[src/core/drmap_pkg.sv]
// Package for the DRAM row map and EDO detect block.
// Assumes a single 50 MHz clock domain and an APB register port.
package drmap_pkg;

  // ----------------------------------------------------------------
  // Sizes
  // ----------------------------------------------------------------
  localparam int        NUM_ROWS       = 8;
  localparam int        HADDR_W        = 29;          // 512 MB space
  localparam int        MA_W           = 12;
  localparam int        DATA_W         = 64;

  // ----------------------------------------------------------------
  // Register offsets (byte addresses)
  // ----------------------------------------------------------------
  localparam logic [7:0] OFF_BOUND_LO  = 8'h00;       // Rows 0..3 boundaries
  localparam logic [7:0] OFF_BOUND_HI  = 8'h04;       // Rows 4..7 boundaries
  localparam logic [7:0] OFF_ROW_TYPE  = 8'h08;       // Bit per row, 1 = EDO
  localparam logic [7:0] OFF_ROW_MUX   = 8'h0C;       // Bit per row, 1 = 64M mux
  localparam logic [7:0] OFF_CTRL      = 8'h10;       // Detect, gaps, timing
  localparam logic [7:0] OFF_STATUS    = 8'h14;       // Busy, last row, pci flag

  // ----------------------------------------------------------------
  // Control fields and reset values
  // ----------------------------------------------------------------
  localparam int        CTRL_DETECT_BIT = 0;
  localparam int        CTRL_GAP_LO_BIT = 1;          // 512K-640K gap
  localparam int        CTRL_GAP_HI_BIT = 2;          // 15M-16M gap
  localparam int        CTRL_TIM_LSB    = 4;
  localparam int        CTRL_TIM_W      = 4;
  localparam logic [7:0] ROW_TYPE_RST   = 8'h00;      // All FPM
  localparam logic [31:0] CTRL_RST      = 32'h0000_0000;

  // ----------------------------------------------------------------
  // Fixed address regions (byte addresses)
  // ----------------------------------------------------------------
  localparam logic [28:0] VIDEO_LO     = 29'h000A_0000;
  localparam logic [28:0] VIDEO_HI     = 29'h000C_0000;
  localparam logic [28:0] GAP_LO_LO    = 29'h0008_0000;
  localparam logic [28:0] GAP_LO_HI    = 29'h000A_0000;
  localparam logic [28:0] GAP_HI_LO    = 29'h00F0_0000;
  localparam logic [28:0] GAP_HI_HI    = 29'h0100_0000;
  localparam int        BOUND_SHIFT    = 22;          // 4 MB units

  // ----------------------------------------------------------------
  // Timing
  // ----------------------------------------------------------------
  localparam int        CLK_MHZ        = 50;
  localparam int        REFRESH_NS     = 15600;
  localparam int        REFRESH_CYC    = (REFRESH_NS * CLK_MHZ) / 1000;
  localparam int        DETECT_CAS_CYC = 3;
  localparam int        FPM_CAS_CYC    = 3;
  localparam int        EDO_CAS_CYC    = 2;

  // ----------------------------------------------------------------
  // Types
  // ----------------------------------------------------------------
  typedef enum logic [5:0] {
    DRMAP_IDLE  = 6'b000001,
    DRMAP_ROW   = 6'b000010,
    DRMAP_COL   = 6'b000100,
    DRMAP_WAIT1 = 6'b001000,
    DRMAP_DCAS  = 6'b010000,
    DRMAP_WAIT2 = 6'b100000
  } drmap_state_e;

  typedef struct packed {
    logic              valid;
    logic              write;
    logic [28:0]       addr;
    logic [63:0]       wdata;
  } drmap_req_s;

  typedef struct packed {
    logic              done;
    logic              to_pci;
    logic [63:0]       rdata;
  } drmap_rsp_s;

endpackage

[src/core/drmap_ctrl.sv]
// DRAM row map, address mux and EDO detect read sequencer.
// Assumes an APB master on pclk and a simple host request port.
//
// The APB interface to the registers and the address map are this design's own decisions.
`timescale 1ns/1ps
module drmap_ctrl
  import drmap_pkg::*;
#(
  parameter int REFRESH_CYCLES = drmap_pkg::REFRESH_CYC
) (
  // Clock and reset
  input  wire logic                 pclk,
  input  wire logic                 presetn,
  input  wire logic                 clk_en,
  // APB
  input  wire logic                 psel,
  input  wire logic                 penable,
  input  wire logic                 pwrite,
  input  wire logic [7:0]           paddr,
  input  wire logic [31:0]          pwdata,
  output logic      [31:0]          prdata,
  output logic                      pready,
  output logic                      pslverr,
  // Host request port
  input  wire drmap_pkg::drmap_req_s host_req,
  output drmap_pkg::drmap_rsp_s     host_rsp,
  output logic                      host_ready,
  // DRAM pins
  output logic      [11:0]          dram_mux_addr,
  output logic      [7:0]           ras_n,
  output logic      [7:0]           cas_n,
  output logic                      we_n,
  input  wire logic [63:0]          dram_data_lines_in,
  output logic      [63:0]          dram_data_lines_out,
  output logic                      dram_data_lines_oe,
  output logic                      refresh_tick
);

  initial begin
    // Data must be latched only after the detect CAS has been released
    if (REFRESH_CYCLES < DETECT_CAS_CYC + 2 || REFRESH_CYCLES > 65536) $error("REFRESH_CYCLES out of range");
  end

  // ----------------------------------------------------------------
  // Registers
  // ----------------------------------------------------------------
  logic [63:0]  row_boundary_reg;
  logic [7:0]   row_type_reg;
  logic [7:0]   row_mux_reg;
  logic [31:0]  ctrl_reg;
  logic         edo_detect_mode;
  logic [3:0]   dram_timing_cfg;
  logic         apb_wr;

  assign apb_wr          = psel && penable && pwrite && pready;
  assign edo_detect_mode = ctrl_reg[CTRL_DETECT_BIT];
  assign dram_timing_cfg = ctrl_reg[CTRL_TIM_LSB +: CTRL_TIM_W];
  assign pready          = 1'b1;

  // Register writes
  always_ff @(posedge pclk or negedge presetn) begin
    if (!presetn) begin
      row_boundary_reg <= 64'h0;
      row_type_reg     <= ROW_TYPE_RST;
      row_mux_reg      <= 8'h00;
      ctrl_reg         <= CTRL_RST;
    end else if (clk_en && apb_wr) begin
      if (paddr == OFF_BOUND_LO) begin
        row_boundary_reg[31:0] <= pwdata;
      end else if (paddr == OFF_BOUND_HI) begin
        row_boundary_reg[63:32] <= pwdata;
      end else if (paddr == OFF_ROW_TYPE) begin
        row_type_reg <= pwdata[7:0];
      end else if (paddr == OFF_ROW_MUX) begin
        row_mux_reg <= pwdata[7:0];
      end else if (paddr == OFF_CTRL) begin
        ctrl_reg <= {24'h0, pwdata[7:4], 1'b0, pwdata[2:0]};
      end
    end
  end

  // ----------------------------------------------------------------
  // Row decode
  // ----------------------------------------------------------------
  logic [7:0]   row_hit;
  logic         hit_pci;

  drmap_row_decode #(
    .ROWS (NUM_ROWS)
  ) u_dec (
    .addr       (host_req.addr),
    .bounds     (row_boundary_reg),
    .gap_lo_en  (ctrl_reg[CTRL_GAP_LO_BIT]),
    .gap_hi_en  (ctrl_reg[CTRL_GAP_HI_BIT]),
    .row_onehot (row_hit),
    .to_pci     (hit_pci)
  );

  // ----------------------------------------------------------------
  // Address mux functions
  // ----------------------------------------------------------------
  function automatic logic [11:0] row_addr(input logic [28:0] a, input logic m64);
    row_addr = {m64 ? a[25] : a[24], a[23], a[21], a[20:12]};
  endfunction

  function automatic logic [11:0] col_addr(input logic [28:0] a);
    col_addr = {a[26], a[24], a[22], a[11:3]};
  endfunction

  // ----------------------------------------------------------------
  // Refresh interval counter
  // ----------------------------------------------------------------
  logic [15:0]  ref_cnt_reg;

  // Free running 15.6 us tick
  always_ff @(posedge pclk or negedge presetn) begin
    if (!presetn) begin
      ref_cnt_reg <= 16'h0000;
    end else if (clk_en) begin
      if (ref_cnt_reg == 16'(REFRESH_CYCLES - 1)) begin
        ref_cnt_reg <= 16'h0000;
      end else begin
        ref_cnt_reg <= ref_cnt_reg + 16'h0001;
      end
    end
  end
  assign refresh_tick = (ref_cnt_reg == 16'(REFRESH_CYCLES - 1));

  // ----------------------------------------------------------------
  // Access sequencer
  // ----------------------------------------------------------------
  drmap_state_e state_reg;
  drmap_req_s   req_reg;
  logic [7:0]   row_sel_reg;
  logic [3:0]   cnt_reg;
  logic [3:0]   cas_len;
  logic         sel_edo;
  logic         take;

  assign host_ready = (state_reg == DRMAP_IDLE);
  assign take       = clk_en && host_ready && host_req.valid;
  assign sel_edo    = |(row_sel_reg & row_type_reg);
  // Per-row type plus global timing sets the CAS width
  assign cas_len    = (sel_edo ? 4'(EDO_CAS_CYC) : 4'(FPM_CAS_CYC)) + dram_timing_cfg;

  // State and counters
  always_ff @(posedge pclk or negedge presetn) begin
    if (!presetn) begin
      state_reg   <= DRMAP_IDLE;
      req_reg     <= '0;
      row_sel_reg <= 8'h00;
      cnt_reg     <= 4'h0;
    end else if (clk_en) begin
      case (state_reg)
        DRMAP_IDLE: begin
          if (host_req.valid && !hit_pci) begin
            req_reg     <= host_req;
            row_sel_reg <= row_hit;
            cnt_reg     <= 4'h0;
            state_reg   <= DRMAP_ROW;
          end
        end
        DRMAP_ROW: begin
          cnt_reg <= 4'h0;
          if (edo_detect_mode && !req_reg.write) begin
            state_reg <= DRMAP_WAIT1;
          end else begin
            state_reg <= DRMAP_COL;
          end
        end
        DRMAP_COL: begin
          if (cnt_reg == cas_len - 4'h1) begin
            state_reg <= DRMAP_IDLE;
          end else begin
            cnt_reg <= cnt_reg + 4'h1;
          end
        end
        DRMAP_WAIT1: begin
          cnt_reg <= 4'h0;
          if (refresh_tick) begin
            state_reg <= DRMAP_DCAS;
          end
        end
        DRMAP_DCAS: begin
          if (cnt_reg == 4'(DETECT_CAS_CYC - 1)) begin
            state_reg <= DRMAP_WAIT2;
          end else begin
            cnt_reg <= cnt_reg + 4'h1;
          end
        end
        DRMAP_WAIT2: begin
          if (refresh_tick) begin
            state_reg <= DRMAP_IDLE;
          end
        end
        default: begin
          state_reg <= DRMAP_IDLE;
        end
      endcase
    end
  end

  // Response and data capture
  always_ff @(posedge pclk or negedge presetn) begin
    if (!presetn) begin
      host_rsp <= '0;
    end else if (clk_en) begin
      host_rsp.done   <= 1'b0;
      host_rsp.to_pci <= 1'b0;
      if (take && hit_pci) begin
        host_rsp.done   <= 1'b1;
        host_rsp.to_pci <= 1'b1;
      end else if (state_reg == DRMAP_WAIT2 && refresh_tick) begin
        host_rsp.done  <= 1'b1;
        host_rsp.rdata <= dram_data_lines_in;
      end else if (state_reg == DRMAP_COL && cnt_reg == cas_len - 4'h1) begin
        host_rsp.done  <= 1'b1;
        if (!req_reg.write) begin
          host_rsp.rdata <= dram_data_lines_in;
        end
      end
    end
  end

  // ----------------------------------------------------------------
  // DRAM pin drive
  // ----------------------------------------------------------------
  logic m64_sel;
  assign m64_sel = |(row_sel_reg & row_mux_reg);

  always_ff @(posedge pclk or negedge presetn) begin
    if (!presetn) begin
      dram_mux_addr       <= 12'h000;
      ras_n               <= 8'hFF;
      cas_n               <= 8'hFF;
      we_n                <= 1'b1;
      dram_data_lines_out <= 64'h0;
      dram_data_lines_oe  <= 1'b0;
    end else if (clk_en) begin
      ras_n <= (state_reg == DRMAP_IDLE) ? 8'hFF : ~row_sel_reg;
      if (state_reg == DRMAP_ROW) begin
        dram_mux_addr <= row_addr(req_reg.addr, m64_sel);
      end else if (state_reg != DRMAP_IDLE) begin
        dram_mux_addr <= col_addr(req_reg.addr);
      end
      cas_n <= (state_reg == DRMAP_COL || state_reg == DRMAP_DCAS) ? 8'h00 : 8'hFF;
      we_n  <= !(state_reg == DRMAP_COL && req_reg.write);
      dram_data_lines_oe  <= state_reg == DRMAP_COL && req_reg.write;
      dram_data_lines_out <= req_reg.wdata;
    end
  end

  // ----------------------------------------------------------------
  // APB read
  // ----------------------------------------------------------------
  always_comb begin
    pslverr = 1'b0;
    if (paddr == OFF_BOUND_LO) begin
      prdata = row_boundary_reg[31:0];
    end else if (paddr == OFF_BOUND_HI) begin
      prdata = row_boundary_reg[63:32];
    end else if (paddr == OFF_ROW_TYPE) begin
      prdata = {24'h0, row_type_reg};
    end else if (paddr == OFF_ROW_MUX) begin
      prdata = {24'h0, row_mux_reg};
    end else if (paddr == OFF_CTRL) begin
      prdata = ctrl_reg;
    end else if (paddr == OFF_STATUS) begin
      prdata = {14'h0, host_rsp.to_pci, !host_ready, row_sel_reg, 2'h0, state_reg};
    end else begin
      prdata  = 32'h0;
      pslverr = psel && penable;
    end
  end

  // ----------------------------------------------------------------
  // Assertions
  // ----------------------------------------------------------------
  property p_ras_onehot;
    @(posedge pclk) disable iff (!presetn)
    $onehot0(~ras_n);
  endproperty
  a_ras_onehot: assert property (p_ras_onehot) else $error("more than one row strobe");

  property p_dcas_len;
    @(posedge pclk) disable iff (!presetn)
    (clk_en && state_reg == DRMAP_WAIT1 && refresh_tick) |=> (state_reg == DRMAP_DCAS) [*3];
  endproperty
  a_dcas_len: assert property (p_dcas_len) else $error("detect CAS not three clocks");

  property p_write_normal;
    @(posedge pclk) disable iff (!presetn)
    (state_reg == DRMAP_ROW && req_reg.write) |-> state_reg != DRMAP_WAIT1 ##1 state_reg == DRMAP_COL || !clk_en;
  endproperty
  a_write_normal: assert property (p_write_normal) else $error("write entered detect");

  property p_pci_no_ras;
    @(posedge pclk) disable iff (!presetn)
    (take && hit_pci) |=> host_rsp.to_pci && state_reg == DRMAP_IDLE;
  endproperty
  a_pci_no_ras: assert property (p_pci_no_ras) else $error("hole access not sent to PCI");

  property p_reset_fpm;
    @(posedge pclk) disable iff (!presetn)
    $rose(presetn) |-> row_type_reg == 8'h00;
  endproperty
  a_reset_fpm: assert property (p_reset_fpm) else $error("rows not FPM after reset");

  property p_col_map;
    @(posedge pclk) disable iff (!presetn)
    (cas_n != 8'hFF) |->
      dram_mux_addr == {req_reg.addr[26], req_reg.addr[24], req_reg.addr[22], req_reg.addr[11:3]};
  endproperty
  a_col_map: assert property (p_col_map) else $error("column map wrong");

  property p_row_map;
    @(posedge pclk) disable iff (!presetn)
    (clk_en && state_reg == DRMAP_ROW) |=> !clk_en || dram_mux_addr[8:0] == req_reg.addr[20:12];
  endproperty
  a_row_map: assert property (p_row_map) else $error("row map wrong");

  property p_tick_period;
    @(posedge pclk) disable iff (!presetn)
    refresh_tick && clk_en |=> !refresh_tick;
  endproperty
  a_tick_period: assert property (p_tick_period) else $error("refresh tick too close");

endmodule

[src/core/drmap_row_decode.sv]
// Row decoder: picks the DRAM row for an address, or flags it for PCI.
// Assumes boundaries are cumulative and non-decreasing in 4 MB units.
`timescale 1ns/1ps
module drmap_row_decode
  import drmap_pkg::*;
#(
  parameter int ROWS = drmap_pkg::NUM_ROWS
) (
  // Inputs
  input  wire logic [drmap_pkg::HADDR_W-1:0] addr,
  input  wire logic [ROWS*8-1:0]             bounds,
  input  wire logic                          gap_lo_en,
  input  wire logic                          gap_hi_en,
  // Outputs
  output logic      [ROWS-1:0]               row_onehot,
  output logic                               to_pci
);

  initial begin
    if (ROWS < 1 || ROWS > 8) $error("ROWS must be 1..8");
  end

  // ----------------------------------------------------------------
  // Lowest row whose boundary exceeds the address
  // ----------------------------------------------------------------
  logic [6:0] unit;
  logic       hole;
  assign unit = addr[HADDR_W-1:BOUND_SHIFT];
  assign hole = (addr >= VIDEO_LO && addr < VIDEO_HI)
              || (gap_lo_en && addr >= GAP_LO_LO && addr < GAP_LO_HI)
              || (gap_hi_en && addr >= GAP_HI_LO && addr < GAP_HI_HI);

  always_comb begin
    logic found;
    found      = 1'b0;
    row_onehot = '0;
    for (int i = 0; i < ROWS; i++) begin
      if (!found && {1'b0, unit} < bounds[i*8 +: 8]) begin
        row_onehot[i] = 1'b1;
        found         = 1'b1;
      end
    end
    if (hole) begin
      row_onehot = '0;
    end
    to_pci = hole || !found;
  end

endmodule

[config.mk]
export PLATFORM = sky130hd
export DESIGN_NAME = drmap_ctrl
export DESIGN_NICKNAME = d
export VERILOG_FILES = /design/src/core/drmap_pkg.sv /design/src/core/drmap_ctrl.sv /design/src/core/drmap_row_decode.sv
export SDC_FILE = /design/constraint.sdc
export NUM_CORES = 1
export LEC_CHECK = 0
export BUFFER_PORTS_ARGS = -buffer_cell sky130_fd_sc_hd__buf_2
export CAP_MARGIN = 20
export CELL_PAD_IN_SITES_DETAIL_PLACEMENT = 2
export CELL_PAD_IN_SITES_GLOBAL_PLACEMENT = 2
export CORE_UTILIZATION = 32
export CTS_CLUSTER_SIZE = 16
export DETAILED_ROUTE_END_ITERATION = 16
export PLACE_DENSITY_LB_ADDON = 0.08
export REMOVE_ABC_BUFFERS = 1
export SETUP_SLACK_MARGIN = 0.05
export SYNTH_ARGS = -nofsm -noshare
export SYNTH_HDL_FRONTEND = slang
export SYNTH_SLANG_ARGS = --single-unit
[constraint.sdc]
create_clock -name pclk -period 7.6 [get_ports pclk]
set_input_delay 0.38 -clock pclk [delete_from_list [all_inputs] [get_ports pclk]]
set_output_delay 0.38 -clock pclk [all_outputs]
set_load 0.02 [all_outputs]
# [Word level (Yosys, flattened, before mapping)]
# Cells that the tools add are included.
[totals] out_inout_bits=196 wordCells=179 input_bits=205 register_bits=373
[op_classes] n_bitwise=8 reduce_logical=56 eq_ne=23 mux=53 order_cmp=14 addsub=4
[op_table] op="$mux 64" count=3
[op_table] op="$mux 18" count=4
[op_table] op="$lt 7x8->1" count=8
[op_table] op="$mux 32" count=2
[op_table] op="$ge 29x20->1 const B" count=2
[op_table] op="$lt 29x20->1 const B" count=2
[op_table] op="$pmux 6 s6" count=1
[op_table] op="$mux 6" count=5
[op_table] op="$ge 29x24->1 const B" count=1
[op_table] op="$lt 29x25->1 const B" count=1
[op_table] op="$mux 1" count=27
[op_table] op="$mux 12" count=2
[op_table] op="$mux 8" count=3
[op_table] op="$logic_and 1x1->1" count=23
[op_table] op="$add 16x1->16 const B" count=1
[op_table] op="$and 8x8->8" count=2
[op_table] op="$eq 16x10->1 const B" count=1
[op_table] op="$eq 8x4->1 const B" count=2
[op_table] op="$eq 8x5->1 const B" count=2
[op_table] op="$mux 16" count=1
[op_table] op="$mux 4" count=4
[op_table] op="$pmux 4 s4" count=1
[op_table] op="$reduce_or 8->1" count=2
[op_table] op="$logic_not 1->1" count=12
[op_table] op="other kinds (27)" count=46

# [Depth between registers and ports, before layout]
[logic_depth] word_depth=29 ltp_mapped=12 ltp_nobuf=12

# [Hierarchy]
# Synthesis repeated with hierarchy kept, for this count alone.
[unflattened] hier_cells=1274 hier_area_um2=16583.4
[modules_own_cells] mod="drmap_ctrl" cells_each=1076 seq_area_each_um2=9097.5 instances=1 area_per_inst_um2=15143.3
[modules_own_cells] mod="drmap_row_decode" cells_each=198 seq_area_each_um2=0.0 instances=1 area_per_inst_um2=1440.1

# [Worst setup path before layout]
# OpenSTA, ideal clock, no wires.
[synth_path] path_type="register -> register" start="reg row_sel_reg[6]" end="reg host_rsp[10] (netlist name)" n_path_buf=1 required_ps=7475 path_slack_ps=4969 stages_incl_launch_ff=13 period_less_slack_ps=2631 setup_time_ps=125 arrival_ps=2506 path_cell_list="dfrtp_1 > a22oi_1 > nand4_1 > ha_1 > inv_1 > ha_1 > xor2_1 > nor3_1 > nand3_1 > nor2_1 > o21ai_1 > buf_2 > mux2_2"
[synth_via] elab_chain_cells=9
[synth_rtl] element="start, declared" line="drmap_ctrl.sv:134" source="logic [7:0] row_sel_reg;"
[synth_rtl] element="start signal, assigned" line="drmap_ctrl.sv:158" source="row_sel_reg <= row_hit;"
[synth_rtl] element="$and 8x8->8" line="drmap_ctrl.sv:142" source="assign sel_edo = |(row_sel_reg & row_type_reg);"
[synth_rtl] element="$reduce_or 8->1" line="drmap_ctrl.sv:142"
[synth_rtl] element="$mux 1" line="drmap_ctrl.sv:144" source="assign cas_len = (sel_edo ? 4'(EDO_CAS_CYC) : 4'(FPM_CAS_CYC)) + dram_timing_cfg;"
[synth_rtl] element="$add 2x4->4" line="drmap_ctrl.sv:144"
[synth_rtl] element="$sub 4x1->4" line="drmap_ctrl.sv:216" source="end else if (state_reg == DRMAP_COL && cnt_reg == cas_len - 4'h1) begin"
[synth_rtl] element="$eq 4x4->1" line="drmap_ctrl.sv:216"
[synth_rtl] element="$logic_and 1x1->1" line="drmap_ctrl.sv:216"
[synth_rtl] element="$reduce_bool 2->1 (no line)"
[synth_rtl] element="$reduce_and 4->1 (no line)"
[synth_rtl] element="end, declared" line="drmap_ctrl.sv:26" source="output drmap_pkg::drmap_rsp_s host_rsp,"
# Every way passes these cells.
# A chain may end at the register's enable or synchronous reset.

# [Worst setup path after layout]
[layout_path] start="reg row_boundary_reg[3]" end="reg req_reg[60] (netlist name)"
[layout_via] elab_chain_cells=28
[layout_rtl] element="start, declared" line="drmap_ctrl.sv:47" source="logic [63:0] row_boundary_reg;"
[layout_rtl] element="start signal, assigned" line="drmap_ctrl.sv:69" source="row_boundary_reg[31:0] <= pwdata;"
[layout_rtl] element="$lt 7x8->1 *" line="drmap_row_decode.sv:38" source="if (!found && {1'b0, unit} < bounds[i*8 +: 8]) begin"
[layout_rtl] element="$mux 1 *" line="drmap_row_decode.sv:38"
[layout_rtl] element="$logic_not 1->1" line="drmap_row_decode.sv:38"
[layout_rtl] element="$logic_and 1x1->1" line="drmap_row_decode.sv:38"
[layout_rtl] element="$mux 1 *" line="drmap_row_decode.sv:38"
[layout_rtl] element="$logic_not 1->1" line="drmap_row_decode.sv:38"
[layout_rtl] element="$logic_and 1x1->1" line="drmap_row_decode.sv:38"
[layout_rtl] element="$mux 1 *" line="drmap_row_decode.sv:38"
[layout_rtl] element="[... 12 more ...]"
[layout_rtl] element="$logic_not 1->1" line="drmap_row_decode.sv:38"
[layout_rtl] element="$logic_and 1x1->1" line="drmap_row_decode.sv:38"
[layout_rtl] element="$mux 1 *" line="drmap_row_decode.sv:38"
[layout_rtl] element="$logic_not 1->1 *" line="drmap_row_decode.sv:46" source="to_pci = hole || !found;"
[layout_rtl] element="$logic_or 1x1->1 *" line="drmap_row_decode.sv:46"
[layout_rtl] element="$logic_not 1->1 *" line="drmap_ctrl.sv:156" source="if (host_req.valid && !hit_pci) begin"
[layout_rtl] element="$logic_and 1x1->1 *" line="drmap_ctrl.sv:156"
[layout_rtl] element="$reduce_and 3->1 (no line) *"
[layout_rtl] element="end signal, assigned" line="drmap_ctrl.sv:157" source="req_reg <= host_req;"
[layout_rtl] element="end, declared" line="drmap_ctrl.sv:133" source="drmap_req_s req_reg;"
# Mark *: on every way between the ends. The rest lies on a longest branch, timed or not.

==> impl_metrics.json <==
{
  "p_leak_nw": 10.5,
  "io_pins": 401,
  "postSynthCellCount": 1320,
  "grt_max_degree": 162,
  "layout-drive-gt1-share_pct": 39.5,
  "yosysSeqAreaShare_pct": 54.7,
  "start_kind": "flip-flop",
  "layout.cells.non_filler": 2479,
  "vias": 12214,
  "synth.area.top_cells": "dfrtp_1, mux2_2, mux2_1",
  "tns_ps": 0,
  "powerDensity_nw_per_um2": 302,
  "drt_iter0_drc": 479,
  "clk_root_buffer_cell": "clkbuf_16",
  "slew-limit-headroom_pct": 38.5,
  "die_h_um": 230,
  "clkPwrFrac_pct": 32.4,
  "n_fill_cell": 5363,
  "gp_congestion": 0.765,
  "hold_viol": 0,
  "cts_tree": "yes",
  "start_util_pct": 32.4,
  "cp_data_arrival_time_ps": 4230,
  "drt_wl_total_mm": 54.2,
  "intPower_mw": 4.32,
  "dpl.hpwl_mm": 38.9,
  "cts.clk_slew.worst_paths_ps": 60,
  "drtPass1Iterations": 4,
  "p_sw_mw": 2.08,
  "grt_setup_unrepaired": "false",
  "crit_type": "reg -> reg",
  "synth_area_per_cell_um2": 12.6,
  "ant_nets": 0,
  "async_flop_share_pct": 100,
  "yosys_register_bits": 363,
  "ys_warn_count": 0,
  "seqCellArea_um2": 9100,
  "cts-buffers-inserted": 44,
  "pwr-share-seq_pct": 43.2,
  "fin_crit_sh_pct": 49.8,
  "grt_pass1_vias": 13725,
  "clockBufferDepth": 3,
  "end_kind": "flip-flop",
  "clock_skew_ps": 17.9,
  "status": "completed",
  "io_buffers": 396,
  "wl_per_cell_um": 21.9,
  "fin_crit_ps": 3780,
  "overflow": 0,
  "multi_input_area_um2": 6940,
  "synth_area_um2": 16600,
  "routed_via_density": 4.93,
  "worstPathRequired_ps": 8050,
  "power_frac_comb_pct": 24.3,
  "track_usage_pct": 20.7,
  "final_util_pct": 41.3,
  "final-setup-viol-count": 0,
  "hp-class": "in -> reg",
  "row_count": 83,
  "synth-edff-count": 0,
  "report.final.slew_viol_count": 0,
  "switching_share_pct": 32.5,
  "drc_errors": 0,
  "synth_top_area_share_pct": 53.0,
  "cts_max_level": 2,
  "placed_cells": 2341,
  "peakVddDrop_v": 0.000193,
  "die_area_um2": 52900,
  "clock_latency_ps": 580,
  "yosysTopAreaCell": "dfrtp_1",
  "fin_nets": 2017,
  "coreArea_um2": 51300,
  "drv_cap": 0,
  "grt_pass1_wl_mm": 83.3,
  "die_w_um": 230,
  "ys_types": 71,
  "synthFlopType": "dfrtp_1",
  "fmax_mhz": 264,
  "crit_path_max_fanout": 62,
  "cts_sinks": 363,
  "largest_reg_flops": 89,
  "tightest_slew_ps": 923,
  "antenna_found_initial": 12,
  "area_delta_synth_final_pct": 27.4
}
-- worst paths after layout --
kind | from | end | slack (ps) | cells past startpoint
min in group asynchronous | presetn | ref_cnt_reg[7] | 450 | 2
worst max register to register | row_boundary_reg[3] | req_reg[60] | 3820 | 11
worst min register to register | req_reg[9] | req_reg[9] | 480 | 1
worst min-delay path | host_req[40] | req_reg[40] | 30 | 2
max in group asynchronous | presetn | host_rsp[51] | 5680 | 3
worst max-delay path | row_boundary_reg[3] | req_reg[60] | 3820 | 11
-- repair_timing --
item,in CTS,in global routing
endpoints found under the hold margin,149,0
buffers inserted,0,0
resized for setup,0,0
hold buffers,52,0
-- power groups by stage --
stage	clock, mW	sequential [mW]	combinational, mW
after floorplan	0	2.99	0.649
after global placement	0	2.76	1.52
after detailed placement	0	2.80	1.57
after CTS	2.16	2.78	1.60
after global routing	2.23	2.84	1.71
final	2.08	2.77	1.56
-- stage by stage --
stage / hold slack, ps / setup WS [ps] / total power, mW / cell area [µm²]
3_3_place_gp: 458 / 3570 / 4.28 / 19200
3_5_place_dp: 473 / 3500 / 4.37 / 19200
6_report: 26.1 / 3820 / 6.41 / 21200
4_1_cts: 0.228 / 3750 / 6.53 / 21200
5_1_grt: 11.2 / 3460 / 6.77 / 21200
2_1_floorplan: 84.4 / 2670 / 3.64 / 16200
-- Yosys cell counts (all sizes together), types with 5 or more instances --
| master | number |
|---|---|
| dfrtp | 352 |
| nand2 | 68 |
| a21o | 8 |
| clkbuf | 25 |
| ha | 53 |
| dfstp | 11 |
| buf | 43 |
| nand4 | 9 |
| a21oi | 35 |
| nor2b | 6 |
| mux2 | 289 |
| nand3 | 13 |
| nor2 | 80 |
| a22oi | 10 |
| a211oi | 8 |
| xnor2 | 12 |
| inv | 58 |
| a31oi | 13 |
| nor3 | 11 |
| xor2 | 6 |
| or2 | 5 |
| nor4 | 6 |
| o21ai | 60 |
| mux2i | 49 |
| and3 | 8 |
| nand2b | 12 |
-- critical path, stage by stage (launching register included) --
cell	delay [ps]
dfrtp_1	410
inv_1	60
ha_1	290
o211ai_1	90
o21ai_1	280
a2bb2oi_1	190
nand4bb_1	330
nor4_4	730
nor2_4	20
buf_4	390
buf_4	410
mux2_1	380
-- final cells by class --
cell class              count  area share [%]
inverters                  58            1.03
clock buffers              63            6.05
multi-input cells         831            32.8
repair buffers            461            12.4
clock inverters            17           0.703
diodes                      6          0.0708
well taps                 680            4.01
flip-flops and latches    363            42.9
-- metal layers --
metal	track usage [%]	routed length [µm]	vias up
li1	-	-	5555
met1	25.5	22800	6296
met2	35.1	26600	277
met3	6.57	3690	76
met4	4.80	1030	10
met5	0	60	-
-- kinds of logic after synthesis --
group           Yosys count  share of synthesized area [%]
buf+inv                 126                           3.66
flops                   363                           54.7
mux                     338                           22.5
fa+ha+maj                53                           3.99
compound gates          171                           6.42
xor+xnor                 19                           1.09
simple gates            249                           7.62
other cells               1                         0.0225
-- layout by cell type (no fill, tap or decap), types with 9 or more instances in the layout --
| cell | Yosys | final |
|---|---|---|
| a21oi_1 | 35 | 35 |
| a22oi_1 | 10 | 10 |
| a31oi_1 | 13 | 13 |
| buf_2 | 13 | 394 |
| buf_4 | 12 | 12 |
| clkbuf_16 | 0 | 44 |
| clkbuf_8 | 0 | 11 |
| clkinv_2 | 0 | 10 |
| dfrtp_1 | 352 | 352 |
| dfstp_2 | 11 | 11 |
| dlygate4sd3_1 | 0 | 52 |
| ha_1 | 53 | 53 |
| inv_1 | 58 | 58 |
| mux2_1 | 87 | 87 |
| mux2_2 | 202 | 202 |
| mux2i_1 | 49 | 49 |
| nand2_1 | 68 | 68 |
| nand2b_1 | 12 | 12 |
| nand3_1 | 13 | 13 |
| nand4_1 | 9 | 9 |
| nor2_1 | 78 | 78 |
| nor3_1 | 11 | 11 |
| o21ai_0 | 57 | 57 |
| xnor2_1 | 12 | 12 |
Power figures use the tool's default switching activity.
